$ cat src/rtl/bsf_pkg.sv
// constants and types shared by the bit, shift and flag execution unit
// assumes an 8-bit core with an 8-bit status flags register
package bsf_pkg;

  localparam int DATA_W    = 8;
  localparam int BIT_SEL_W = 3;
  localparam int IO_ADDR_W = 6;
  localparam int REG_ADDR_W = 5;

  // status flags register bit positions
  localparam int FLAG_C_POS     = 0;
  localparam int FLAG_Z_POS     = 1;
  localparam int FLAG_N_POS     = 2;
  localparam int FLAG_V_POS     = 3;
  localparam int FLAG_S_POS     = 4;
  localparam int FLAG_H_POS     = 5;
  localparam int FLAG_SPARE_POS = 6;
  localparam int FLAG_I_POS     = 7;

  localparam logic [7:0] STATUS_FLAGS_RESET = 8'h00;

  // cycles per operation class
  localparam int IO_OP_CYCLES  = 2;
  localparam int REG_OP_CYCLES = 1;

  typedef enum logic [4:0] {
    OP_IO_BIT_SETTER,
    OP_IO_BIT_CLEARER,
    OP_SHIFT_TOWARD_MSB,
    OP_SHIFT_TOWARD_LSB,
    OP_ROTATE_UP_VIA_CARRY,
    OP_ROTATE_DOWN_VIA_CARRY,
    OP_SIGNED_HALVING_SHIFT,
    OP_NIBBLE_EXCHANGE,
    OP_STATUS_FLAG_RAISE,
    OP_STATUS_FLAG_DROP,
    OP_COPY_BIT_TO_SPARE_FLAG,
    OP_COPY_SPARE_FLAG_TO_BIT,
    OP_CARRY_RAISE,
    OP_CARRY_DROP,
    OP_NEGATIVE_RAISE,
    OP_NEGATIVE_DROP,
    OP_ZERO_RAISE,
    OP_ZERO_DROP
  } bsf_op_t;

  typedef enum logic {
    ST_IDLE,
    ST_IO_READ
  } bsf_state_t;

endpackage

$ cat src/rtl/bsf_exec_unit.sv
// execution unit for bit, shift and flag operations of an 8-bit core
// assumes the core presents the operand register value with the command and
// returns I/O read data combinationally in the cycle io_rd_out is high
//
// Overview of operation
// - io_bit_setter forces I/O bit b to one, flags kept, two cycles.
// - io_bit_clearer forces I/O bit b to zero, flags kept, two cycles.
// - shift_toward_msb moves bits up, zero into bit 0, sets Z C N V.
// - shift_toward_lsb moves bits down, zero into bit 7, sets Z C N V.
// - rotate_up_via_carry: carry into bit 0, bit 7 into carry, Z N V.
// - rotate_down_via_carry: carry into bit 7, bit 0 into carry, Z N V.
// - signed_halving_shift keeps bit 7, shifts down, sets Z C N V.
// - nibble exchange swaps high and low halves in one cycle.
// - status_flag_raise/drop writes one/zero to flag b only.
// - copy_bit_to_spare_flag writes source bit b into spare flag only.
// - copy_spare_flag_to_bit writes spare flag into destination bit b.
// - carry_raise and carry_drop set or clear carry only, one cycle.
// - negative_raise and negative_drop set or clear negative only.
// - zero_raise and zero_drop set or clear zero only, one cycle.
`timescale 1ns/10ps
module bsf_exec_unit
  import bsf_pkg::*;
(
  input  wire logic                  clk_in,
  input  wire logic                  rst_n_in,
  // command
  input  wire logic                  cmd_valid_in,
  input  wire bsf_op_t               cmd_op_in,
  input  wire logic [REG_ADDR_W-1:0] cmd_reg_addr_in,
  input  wire logic [DATA_W-1:0]     cmd_reg_data_in,
  input  wire logic [BIT_SEL_W-1:0]  cmd_bit_sel_in,
  input  wire logic [IO_ADDR_W-1:0]  cmd_io_addr_in,
  output logic                       cmd_ready_out,
  output logic                       done_out,
  // working register write port
  output logic                       reg_we_out,
  output logic [REG_ADDR_W-1:0]      reg_waddr_out,
  output logic [DATA_W-1:0]          reg_wdata_out,
  // I/O space port
  output logic                       io_rd_out,
  output logic                       io_we_out,
  output logic [IO_ADDR_W-1:0]       io_addr_out,
  output logic [DATA_W-1:0]          io_wdata_out,
  input  wire logic [DATA_W-1:0]     io_rdata_in,
  // status flags register
  output logic [DATA_W-1:0]          status_flags_out
);

  bsf_state_t              state_q,   state_d;
  logic [DATA_W-1:0]       status_flags_register_q,    status_flags_register_d;
  logic                    reg_we_q,  reg_we_d;
  logic [REG_ADDR_W-1:0]   waddr_q,   waddr_d;
  logic [DATA_W-1:0]       wdata_q,   wdata_d;
  logic                    io_rd_q,   io_rd_d;
  logic                    io_we_q,   io_we_d;
  logic [IO_ADDR_W-1:0]    io_addr_q, io_addr_d;
  logic [DATA_W-1:0]       io_wdat_q, io_wdat_d;
  logic [BIT_SEL_W-1:0]    bit_q,     bit_d;
  logic                    io_set_q,  io_set_d;
  logic                    done_q,    done_d;

  logic [DATA_W-1:0]       sh_result;
  logic                    sh_carry;
  logic                    sh_zero;
  logic                    sh_neg;
  logic                    sh_ovf;
  logic                    sh_flags;
  logic                    accept;

  // shift datapath sees the operand and the carry held before this op
  bsf_shift_unit u_shift (
    .op_in           (cmd_op_in),
    .data_in         (cmd_reg_data_in),
    .carry_in        (status_flags_register_q[FLAG_C_POS]),
    .result_out      (sh_result),
    .carry_out       (sh_carry),
    .zero_out        (sh_zero),
    .negative_out    (sh_neg),
    .overflow_out    (sh_ovf),
    .flags_valid_out (sh_flags)
  );

  // no new command while the I/O read cycle is in progress
  assign cmd_ready_out = (state_q == ST_IDLE);
  assign accept        = cmd_valid_in && cmd_ready_out;

  // one command per idle cycle; io ops hold the unit for a second cycle
  always_comb begin
    state_d   = state_q;
    status_flags_register_d    = status_flags_register_q;          // untouched flags hold
    reg_we_d  = 1'b0;
    waddr_d   = waddr_q;
    wdata_d   = wdata_q;
    io_rd_d   = 1'b0;
    io_we_d   = 1'b0;
    io_addr_d = io_addr_q;
    io_wdat_d = io_wdat_q;
    bit_d     = bit_q;
    io_set_d  = io_set_q;
    done_d    = 1'b0;
    unique case (state_q)
      ST_IDLE: begin
        if (accept) begin
          done_d = 1'b1;
          unique case (cmd_op_in)
            OP_IO_BIT_SETTER, OP_IO_BIT_CLEARER: begin
              // read phase first, write follows; flags untouched
              done_d    = 1'b0;
              state_d   = ST_IO_READ;
              io_rd_d   = 1'b1;
              io_addr_d = cmd_io_addr_in;
              bit_d     = cmd_bit_sel_in;
              io_set_d  = (cmd_op_in == OP_IO_BIT_SETTER);
            end
            OP_SHIFT_TOWARD_MSB, OP_SHIFT_TOWARD_LSB, OP_ROTATE_UP_VIA_CARRY,
            OP_ROTATE_DOWN_VIA_CARRY, OP_SIGNED_HALVING_SHIFT,
            OP_NIBBLE_EXCHANGE: begin
              reg_we_d = 1'b1;
              waddr_d  = cmd_reg_addr_in;
              wdata_d  = sh_result;
              // nibble exchange leaves every flag as it was
              if (sh_flags) begin
                status_flags_register_d[FLAG_C_POS] = sh_carry;
                status_flags_register_d[FLAG_Z_POS] = sh_zero;
                status_flags_register_d[FLAG_N_POS] = sh_neg;
                status_flags_register_d[FLAG_V_POS] = sh_ovf;
              end
            end
            OP_STATUS_FLAG_RAISE: begin
              status_flags_register_d[cmd_bit_sel_in] = 1'b1;
            end
            OP_STATUS_FLAG_DROP: begin
              status_flags_register_d[cmd_bit_sel_in] = 1'b0;
            end
            OP_COPY_BIT_TO_SPARE_FLAG: begin
              status_flags_register_d[FLAG_SPARE_POS] = cmd_reg_data_in[cmd_bit_sel_in];
            end
            OP_COPY_SPARE_FLAG_TO_BIT: begin
              reg_we_d                = 1'b1;
              waddr_d                 = cmd_reg_addr_in;
              wdata_d                 = cmd_reg_data_in;
              wdata_d[cmd_bit_sel_in] = status_flags_register_q[FLAG_SPARE_POS];
            end
            OP_CARRY_RAISE: begin
              status_flags_register_d[FLAG_C_POS] = 1'b1;
            end
            OP_CARRY_DROP: begin
              status_flags_register_d[FLAG_C_POS] = 1'b0;
            end
            OP_NEGATIVE_RAISE: begin
              status_flags_register_d[FLAG_N_POS] = 1'b1;
            end
            OP_NEGATIVE_DROP: begin
              status_flags_register_d[FLAG_N_POS] = 1'b0;
            end
            OP_ZERO_RAISE: begin
              status_flags_register_d[FLAG_Z_POS] = 1'b1;
            end
            OP_ZERO_DROP: begin
              status_flags_register_d[FLAG_Z_POS] = 1'b0;
            end
            default: begin
              // unused op codes are accepted and do nothing
              done_d = 1'b1;
            end
          endcase
        end
      end
      ST_IO_READ: begin
        // second cycle: modify the returned byte and write it back
        // read data is taken at the edge that ends the read cycle
        state_d            = ST_IDLE;
        io_we_d            = 1'b1;
        done_d             = 1'b1;
        io_wdat_d          = io_rdata_in;
        io_wdat_d[bit_q]   = io_set_q;
      end
    endcase
  end

  // register stage: every data output comes straight from these flops
  always_ff @(posedge clk_in or negedge rst_n_in) begin
    if (!rst_n_in) begin
      state_q   <= ST_IDLE;
      status_flags_register_q    <= STATUS_FLAGS_RESET;
      reg_we_q  <= 1'b0;
      waddr_q   <= '0;
      wdata_q   <= '0;
      io_rd_q   <= 1'b0;
      io_we_q   <= 1'b0;
      io_addr_q <= '0;
      io_wdat_q <= '0;
      bit_q     <= '0;
      io_set_q  <= 1'b0;
      done_q    <= 1'b0;
    end else begin
      state_q   <= state_d;
      status_flags_register_q    <= status_flags_register_d;
      reg_we_q  <= reg_we_d;
      waddr_q   <= waddr_d;
      wdata_q   <= wdata_d;
      io_rd_q   <= io_rd_d;
      io_we_q   <= io_we_d;
      io_addr_q <= io_addr_d;
      io_wdat_q <= io_wdat_d;
      bit_q     <= bit_d;
      io_set_q  <= io_set_d;
      done_q    <= done_d;
    end
  end

  // outputs driven only from registered state
  assign done_out         = done_q;
  assign reg_we_out       = reg_we_q;
  assign reg_waddr_out    = waddr_q;
  assign reg_wdata_out    = wdata_q;
  assign io_rd_out        = io_rd_q;
  assign io_we_out        = io_we_q;
  assign io_addr_out      = io_addr_q;
  assign io_wdata_out     = io_wdat_q;
  assign status_flags_out = status_flags_register_q;

endmodule // bsf_exec_unit

$ cat src/rtl/bsf_shift_unit.sv
// combinational shift, rotate and nibble exchange datapath with flag results
// assumes the caller registers results and decides when flags are written
`timescale 1ns/10ps
module bsf_shift_unit
  import bsf_pkg::*;
(
  input  wire bsf_op_t          op_in,
  input  wire logic [DATA_W-1:0] data_in,
  input  wire logic             carry_in,
  output logic      [DATA_W-1:0] result_out,
  output logic                  carry_out,
  output logic                  zero_out,
  output logic                  negative_out,
  output logic                  overflow_out,
  output logic                  flags_valid_out
);

  always_comb begin
    result_out      = data_in;
    carry_out       = carry_in;
    flags_valid_out = 1'b1;
    unique case (op_in)
      OP_SHIFT_TOWARD_MSB: begin
        result_out = {data_in[DATA_W-2:0], 1'b0};
        carry_out  = data_in[DATA_W-1];
      end
      OP_SHIFT_TOWARD_LSB: begin
        result_out = {1'b0, data_in[DATA_W-1:1]};
        carry_out  = data_in[0];
      end
      OP_ROTATE_UP_VIA_CARRY: begin
        result_out = {data_in[DATA_W-2:0], carry_in};
        carry_out  = data_in[DATA_W-1];
      end
      OP_ROTATE_DOWN_VIA_CARRY: begin
        result_out = {carry_in, data_in[DATA_W-1:1]};
        carry_out  = data_in[0];
      end
      OP_SIGNED_HALVING_SHIFT: begin
        result_out = {data_in[DATA_W-1], data_in[DATA_W-1:1]};
        carry_out  = data_in[0];
      end
      OP_NIBBLE_EXCHANGE: begin
        result_out      = {data_in[3:0], data_in[7:4]};
        flags_valid_out = 1'b0;
      end
      default: begin
        flags_valid_out = 1'b0;
      end
    endcase
  end

  assign zero_out     = (result_out == '0);
  assign negative_out = result_out[DATA_W-1];
  // overflow follows negative xor carry after the shift
  assign overflow_out = negative_out ^ carry_out;

endmodule // bsf_shift_unit

$ cat config.mk
export PLATFORM = sky130hd
export DESIGN_NAME = bsf_exec_unit
export DESIGN_NICKNAME = d
export VERILOG_FILES = /design/src/rtl/bsf_pkg.sv /design/src/rtl/bsf_exec_unit.sv /design/src/rtl/bsf_shift_unit.sv
export SDC_FILE = /design/constraint.sdc
export NUM_CORES = 1
export LEC_CHECK = 0
export BUFFER_PORTS_ARGS = -buffer_cell sky130_fd_sc_hd__buf_2
export CAP_MARGIN = 5
export CORE_MARGIN = 5
export CORE_UTILIZATION = 35
export DETAILED_ROUTE_END_ITERATION = 7
export MAX_ROUTING_LAYER = met4
export PLACE_DENSITY = 0.63
export RECOVER_POWER = 100
export SLEW_MARGIN = 20
export SYNTH_ARGS = -nofsm -noshare
export SYNTH_HDL_FRONTEND = slang
export SYNTH_SLANG_ARGS = --single-unit
$ cat constraint.sdc
create_clock -name clk_in -period 2 [get_ports clk_in]
set_clock_uncertainty 0.1 [all_clocks]
set_input_delay 0.2 -clock clk_in [delete_from_list [all_inputs] [get_ports clk_in]]
set_output_delay 0.2 -clock clk_in [all_outputs]
set_load 0.005 [all_outputs]
Word-level counts from Yosys, hierarchy flattened
Cells that the tools add are included.
Storage, ports and cells
  memories: 0
  memory bits (writable): 0
  output and inout bits: 40
  bits in registers: 44
  ROM bits: 0
  word-level logic and storage cells: 102
  bits in latches: 0
Cells by class
  equality and inequality tests: 18
  reductions and logical operators: 27
  divide/modulo/power cells: 0
  bitwise gates (word level): 5
  add/subtract/negate cells: 0
  $lt $le $gt $ge: 4
  muxes and demuxes: 31
  shift operators: 0
  $mul: 0
Operator list (number)
  8-bit one-hot mux with 6 select lines: 1
  5-bit by 4-bit == test with 1-bit output, second input constant: 8
  5-bit by 3-bit == test with 1-bit output, second input constant: 4
  8-bit bitwise mux: 2
  8-bit one-hot mux with 2 select lines: 1
  4-bit AND reduction: 4
  1-bit one-hot mux with 5 select lines: 3
  3-bit AND reduction: 5
  5-bit nonzero test: 3
  1-bit 2-to-1 mux: 13
  5-bit by 2-bit == test with 1-bit output, second input constant: 2
  5-bit == test, second input constant: 2
  8-bit bitwise AND: 1
  8-bit logical NOT: 1
  3-bit by 4-bit less-than comparator with 1-bit output, second input constant: 2
  8-bit inverter: 1
  8-bit bitwise OR: 1
  1-bit one-hot mux with 2 select lines: 4
  7-bit OR reduction: 1
  1-bit demux with 3-bit select: 2
  3-bit by 1-bit greater-or-equal comparator with 1-bit output, second input constant: 2
  1-bit one-hot mux with 3 select lines: 2
  3-bit nonzero test: 2
  6-bit OR reduction: 1
  13 further kinds: 17

Depth between registers and ports, before layout
Gate-level depths: netlist of the first run.
  depth in word-level cells: 7
  mapped depth: 8

By module
A second synthesis of the first run with hierarchy kept.
Unflattened totals
  cell total of the unflattened synthesis: 323
  area, all modules: 2995.4 sq um
By module, submodules not included
  bsf_exec_unit: area each 2413.6 sq um, sequential area each 1076.0 sq um, cells each 237, times used 1
  bsf_shift_unit: area each 581.8 sq um, sequential area each 0.0 sq um, cells each 86, times used 1

Worst setup path before layout of the first run
OpenSTA, ideal clock, no wires.
  path type: input -> register
  from: input port cmd_op_in[1]
  to: register (tool-made name)
  cell stages on the path: 6
  arrival: 1431 ps
  library setup time: 127 ps
  slack: 342 ps
  cell sequence: buf_4 -> buf_6 -> or3b_1 -> nor2_2 -> nand3_1 -> mux2_1
RTL lines
  start: declaration: line bsf_exec_unit.sv:28  | input wire bsf_op_t cmd_op_in,

==> flow_summary.json, run 1 <==
{
  "hold_buffers": 7,
  "clock_latency_ps": 300,
  "fillers": 796,
  "outcome": "complete, no violations",
  "netlist_area_um2": 2820,
  "crit_required_ps": 2080,
  "syn_avg_cell_area_um2": 8.87,
  "crit_fanout": 14,
  "ys_top_cells_by_count": "nand2_1 (56), dfrtp_1 (43), nor2_1 (22), a21oi_1 (21), mux2i_1 (15)",
  "clk_pin_slew_ps": 90,
  "remaining_drc_errors": 0,
  "gr-total-overflow": 0,
  "rr_startpoint": "io_rd_out",
  "grt_pass1_vias": 2796,
  "post_cts_buffers": 0,
  "hold_viol_final": 0,
  "wl_per_cell_um": 17.1,
  "die-area_um2": 9960,
  "core_area_um2": 7810,
  "slew_headroom_pct": 16.4,
  "worst_setup_path_start_kind": "flop",
  "synth_seq_cells": 43,
  "min_period_over_period_pct": 88.7,
  "clk_path_buf_depth": 2,
  "syn2layout_area_growth_pct": 24.4,
  "numPortBuffers": 77,
  "max_clock_freq_mhz": 564,
  "worst_slew_pin_slew_ps": 1250,
  "cts_resized": 0,
  "gp_congestion": 0.923,
  "powerDensity_nw_per_um2": 735,
  "detail-route-antenna-nets": 0,
  "max_cap_viol_count": 0,
  "grt_start_max_net_pins": 23,
  "fp-row-count": 32,
  "rsz0062_at_grt": "no",
  "drv_slew": 0,
  "cp-startpoint": "io_rd_out",
  "synth_compound_area_share_pct": 22.9,
  "peakVddDrop_mv": 0.359,
  "crit_type": "flop to flop",
  "synth_top_family_by_area": "compound AO/OA/AOI/OAI gates",
  "synth_cell_types": 68,
  "p_leak_uw": 0.00158,
  "die_y_um": 99.8,
  "fin_nets": 449,
  "synth_top_area_share_pct": 38.1,
  "synth-simple-area-share_pct": 22.6,
  "cts_tree": "built",
  "synth_mux_area_share_pct": 7.45,
  "synth_area_leaders": "dfrtp_1 (38%), nand2_1 (7.5%), mux2i_1 (5.3%)",
  "post-synth-top-count-cell": "nand2_1",
  "top_level_ports": 78,
  "synth_fa_ha_area_share_pct": 0,
  "htree_levels": 2,
  "syn-instance-count": 318,
  "synthFlopType": "dfrtp_1",
  "avgViaCountPerCell": 5.42,
  "final.setup.tns_ps": 0,
  "diodes": 0,
  "synth_edf_count": 0,
  "antenna_found_initial": 0,
  "vias": 2784,
  "track_usage_pct": 18.1,
  "numCtsBuffers": 5,
  "die_x_um": 99.8,
  "wl_um": 8800,
  "cp-end-kind": "flop",
  "min_period_ps": 1770,
  "setup_violations": 0,
  "clockRootBuffer": "clkbuf_8",
  "drive_gt1_share_pct": 25.2,
  "yosysWarnings": 0,
  "initial_core_util_pct": 36.1,
  "synthXorXnorAreaFrac_pct": 1.77,
  "dp_hpwl_um": 6710,
  "async_flop_share_pct": 100,
  "holdCritPathClass": "input port to flop",
  "hold_start": "cmd_io_addr_in[2]",
  "syn_nets": 356,
  "dr.pass1.iters": 4,
  "detail_route.iter0.violations": 228,
  "synth_area_leader_cell": "dfrtp_1",
  "grt_pass1_wl_um": 14300,
  "cts_sinks": 43,
  "yosysSeqAreaShare_pct": 38.1,
  "cp.arrival_ps": 1850,
  "final_util_pct": 45.0
}
## cell type report
type	instances	area (um^2)	area share (%)
multi-input combinational	238	1510	43.0
sequential	43	1080	30.7
timing repair buffer	111	641	18.3
tap	102	128	3.64
clock buffer	5	68.8	1.96
inverter	12	45.0	1.28
clock inverter	3	43.8	1.25
## final timing paths
| kind | to | slack, ps | cells past startpoint |
|---|---|---|---|
| setup / recovery | reg_wdata_out[3] | 230 | 4 |
| hold / removal | io_addr_out[2] | 3 | 3 |
| setup reg to reg | reg_wdata_out[3] | 230 | 4 |
| hold reg to reg | reg_waddr_out[0] | 380 | 2 |
| max in group asynchronous | io_addr_out[3] | 360 | 3 |
| min in group asynchronous | status_flags_out[1] | 610 | 2 |
## worst max-delay path: stages, from the launching register on
cell and delay [ps]:
dfrtp_1 410, nor2b_1 190, clkbuf_1 280, nand2_2 240, o41ai_1 440
## layer usage
layer / vias to the layer above / routed length, um / part of all wire [%] / track usage, %
met1: 1308 / 3940 / 45 / 25.0
met4: 0 / 63 / 0.72 / 3.05
li1: 1341 / - / - / -
met5: - / 0 / 0 / -
met2: 127 / 4050 / 46 / 27.9
met3: 8 / 755 / 8.6 / 3.82
## state kept, by name, summed over array words and instances (netlist names), named ones only
| register | flops |
|---|---|
| io_addr_out | 6 |
| io_we_out | 1 |
| io_rd_out | 1 |
| done_out | 1 |
| status_flags_out | 5 |
| reg_we_out | 1 |
| bit_q | 3 |
| reg_wdata_out | 8 |
| io_wdata_out | 8 |
| io_set_q | 1 |
| reg_waddr_out | 5 |
## per-stage QoR
step	instances	total power [uW]	cell area (um^2)	worst slack (ps)	hold WS, ps
2_1_floorplan	318	1600	2820	342	-196
3_3_place_gp	499	1940	3400	65.4	104
3_5_place_dp	499	1950	3400	72.9	105
4_1_cts	514	2640	3590	355	0.354
5_1_grt	514	2750	3510	113	6.27
6_report	514	2580	3510	226	3.11
## kinds of logic after synthesis
family	count (synthesis)
xor gates and xnor gates	4
and+or+nand+nor	129
muxes	20
AOI/OAI and AO/OA	85
DFF	43
buffers and inverters	37
## cells in the final DEF, fill, tap and decap left out, types with 4 or more instances in the layout
cell type	netlist	routed
o21ai_0	6	8
nor2_1	22	22
clkbuf_1	9	30
buf_4	5	23
o41ai_1	0	4
buf_2	3	49
a21oi_1	21	21
dlygate4sd3_1	0	7
dfrtp_1	43	43
nor3_1	10	10
inv_1	10	10
o211ai_1	5	5
nand2_1	56	56
o21ai_1	8	6
clkbuf_8	0	5
mux2i_1	15	15
nand3_1	10	10
## where the power goes
group          leakage [uW]  switching, uW  internal [uW]
combinational       0.00100            392            339
clock             0.0000581            309            372
sequential         0.000522            133           1030
total               0.00158            833           1750
Note: power is estimated with default switching activity, not from simulation.
==> run 2, diff against run 1 <==
--- a/config.mk
+++ b/config.mk
@@ -13,7 +13,9 @@
 export MAX_ROUTING_LAYER = met4
 export PLACE_DENSITY = 0.63
 export RECOVER_POWER = 100
+export REMOVE_ABC_BUFFERS = 1
 export SLEW_MARGIN = 20
 export SYNTH_ARGS = -nofsm -noshare
 export SYNTH_HDL_FRONTEND = slang
+export SYNTH_HIERARCHICAL = 1
 export SYNTH_SLANG_ARGS = --single-unit
==> run 2 against run 1 <==
Sequential cell count unchanged; wire length is 3.8% lower; utilization grew 2.4 points; total power grew 8.7%; largest cell class unchanged; worst hold slack improved by 18 ps; global-route usage fell by 0.96 points; highest routed layer unchanged; register-to-register slack got worse by 410 ps; setup slack worse by 410 ps; area after synthesis is 6.2% higher; count of clock-buffer cells in the layout up 1; combinational power is 14% higher; the flow now finishes with violations (setup timing); fmax down 19%.
==> flow_summary.json, run 2 <==
{
  "initial_core_util_pct": 36.3,
  "slowest_delay_ps": 430,
  "synthXorXnorAreaFrac_pct": 1.75,
  "worst_setup_path_start_kind": "flop",
  "ys_top_cells_by_count": "dfrtp_1 (43), nor2_1 (26), nand2_1 (23), mux2i_1 (21), a21oi_1 (19)",
  "holdCritPathClass": "input port to flop",
  "remaining_drc_errors": 0,
  "worst_slack_ps": -180,
  "track_usage_pct": 17.1,
  "detail-route-antenna-nets": 0,
  "cp-end-kind": "flop",
  "max_cap_viol_count": 0,
  "die-area_um2": 10500,
  "netlist_area_um2": 3000,
  "crit_fanout": 2,
  "setup_violations": 11,
  "fin_nets": 470,
  "synth_edf_count": 0,
  "drv_slew": 0,
  "synth_compound_area_share_pct": 18.0,
  "final_common_cell": "buf_2",
  "gp_congestion": 0.906,
  "antenna_found_initial": 0,
  "peakVddDrop_mv": 0.335,
  "power_uw": 2800,
  "crit_required_ps": 2110,
  "post-synth-top-count-cell": "dfrtp_1",
  "drive_gt1_share_pct": 33.0,
  "cp_num_buf_inv": 0,
  "die_y_um": 103,
  "synth_seq_cells": 43,
  "syn_avg_cell_area_um2": 9.27,
  "wl_um": 8470,
  "gr-total-overflow": 0,
  "min_period_ps": 2180,
  "numCtsBuffers": 5,
  "hold_viol_final": 0,
  "synth_cell_types": 63,
  "clk_path_buf_depth": 2,
  "top_level_ports": 78,
  "failed_checks": "setup timing",
  "cp_top_family": "compound AO/OA/AOI/OAI gates",
  "dp_hpwl_um": 6490,
  "min_period_over_period_pct": 109,
  "wl_per_cell_um": 15.7,
  "syn-instance-count": 323,
  "whs_ps": 21.4,
  "synth_top_family_by_area": "simple AND/OR/NAND/NOR gates",
  "cp.arrival_ps": 2290,
  "synth_area_leaders": "dfrtp_1 (36%), mux2i_1 (7.0%), mux2_2 (6.4%)",
  "synthFlopType": "dfrtp_1",
  "die_x_um": 103,
  "clk_pin_slew_ps": 90,
  "detail_route.iter0.violations": 203,
  "max_clock_freq_mhz": 459,
  "fp-row-count": 33,
  "post_cts_buffers": 0,
  "path_cells": "a2111oi_2, o21ai_1, a2111o_1, nor4_4, a22o_1, a222oi_1, o32ai_1",
  "synth_fa_ha_area_share_pct": 0,
  "rsz0062_at_grt": "yes",
  "slew_headroom_pct": 44.2,
  "core_area_um2": 8260,
  "mostFrequentLayoutCells": "buf_2 (54), buf_4 (46), dfrtp_1 (43), clkbuf_1 (27), nor2_1 (26)",
  "cts_tree": "built",
  "pre_cts_ws_ps": -425,
  "grt_pass1_wl_um": 14200,
  "outcome": "finished, violations left",
  "powerDensity_nw_per_um2": 717,
  "synth_mux_area_share_pct": 15.7,
  "vias": 2885,
  "async_flop_share_pct": 100,
  "avgViaCountPerCell": 5.36,
  "diodes": 0,
  "worst_slew_pin_slew_ps": 837,
  "r2r_slack_ps": -180,
  "synth_top_area_share_pct": 35.9,
  "final_util_pct": 47.3,
  "yosysSeqAreaShare_pct": 35.9,
  "synth-simple-area-share_pct": 22.8,
  "p_leak_uw": 0.00174,
  "grt_start_max_net_pins": 29,
  "yosysWarnings": 6,
  "numPortBuffers": 77,
  "grt_pass1_vias": 2879,
  "dr.pass1.iters": 4,
  "cts_sinks": 43,
  "htree_levels": 2,
  "synth_area_leader_cell": "dfrtp_1",
  "crit_slowest_cell": "dfrtp_1",
  "crit_type": "flop to flop",
  "clock_latency_ps": 300,
  "syn2layout_area_growth_pct": 30.5,
  "clockRootBuffer": "clkbuf_8"
}
==> run 2: cell count changes in the layout (fill, tap and decap cells not counted), moves of 8 or more <==
cell and change:
mux2_2 +14, nand2b_1 +8, buf_4 +23, nand2_1 -33
==> run 2: cells by family after synthesis <==
logic type | after synthesis
multiplexers | 42
flip-flops | 43
buffers and inverters | 38
AO/OA/AOI/OAI | 78
XOR/XNOR | 6
AND/OR/NAND/NOR | 116
==> run 2: layout make-up <==
class,count,area [um^2]
Fill cell,850,4350
Multi-Input combinational cell,242,1760
Sequential cell,43,1080
Timing Repair Buffer,132,778
Tap cell,105,131
Clock buffer,6,72.6
Clock inverter,2,60.1
Inverter,8,30.0
==> run 2: repair_timing <==
action,in CTS,in global routing
hold endpoints to repair,26,0
gates resized for setup,3,3
pin swaps,0,0
endpoints found under the setup margin,1,3
hold buffers,1,0
==> run 2: worst reg2reg max path, stage by stage, from the launching register on <==
cell       delay [ps]
dfrtp_1           430
a2111oi_2         370
o21ai_1           120
a2111o_1          430
nor4_4            170
a22o_1            170
a222oi_1           60
o32ai_1           230
==> run 2: path summary, 6_finish.rpt <==
kind,startpoint,depth (start not counted),to
min in group asynchronous,rst_n_in,2,io_wdata_out[6]
min reg2reg,reg_wdata_out[1],2,reg_wdata_out[1]
max in group asynchronous,rst_n_in,3,bit_q[2]
max,status_flags_out[0],7,status_flags_out[1]
min,cmd_io_addr_in[1],2,io_addr_out[1]
max reg2reg,status_flags_out[0],7,status_flags_out[1]
==> run 2: power breakdown <==
group	total, uW	switching, uW	internal [uW]
logic	831	401	430
registers	1170	128	1040
clock network	802	303	499
total	2800	832	1970
==> run 2: layer usage <==
layer	share of wire, %	track usage, %
met1	44	23.5
met2	45	26.3
met3	7.3	2.23
met4	3.1	5.65
met5	0	-
==> run 2: metrics by stage <==
| step | area (um^2) | TNS, ps | instances |
|---|---|---|---|
| global placement | 3810 | -1720 | 529 |
| finish | 3910 | -997 | 538 |
| floorplan | 2850 | -840 | 293 |
| CTS | 3960 | -168 | 538 |
| detailed placement | 3810 | -2080 | 529 |
| global route | 3910 | -4010 | 538 |
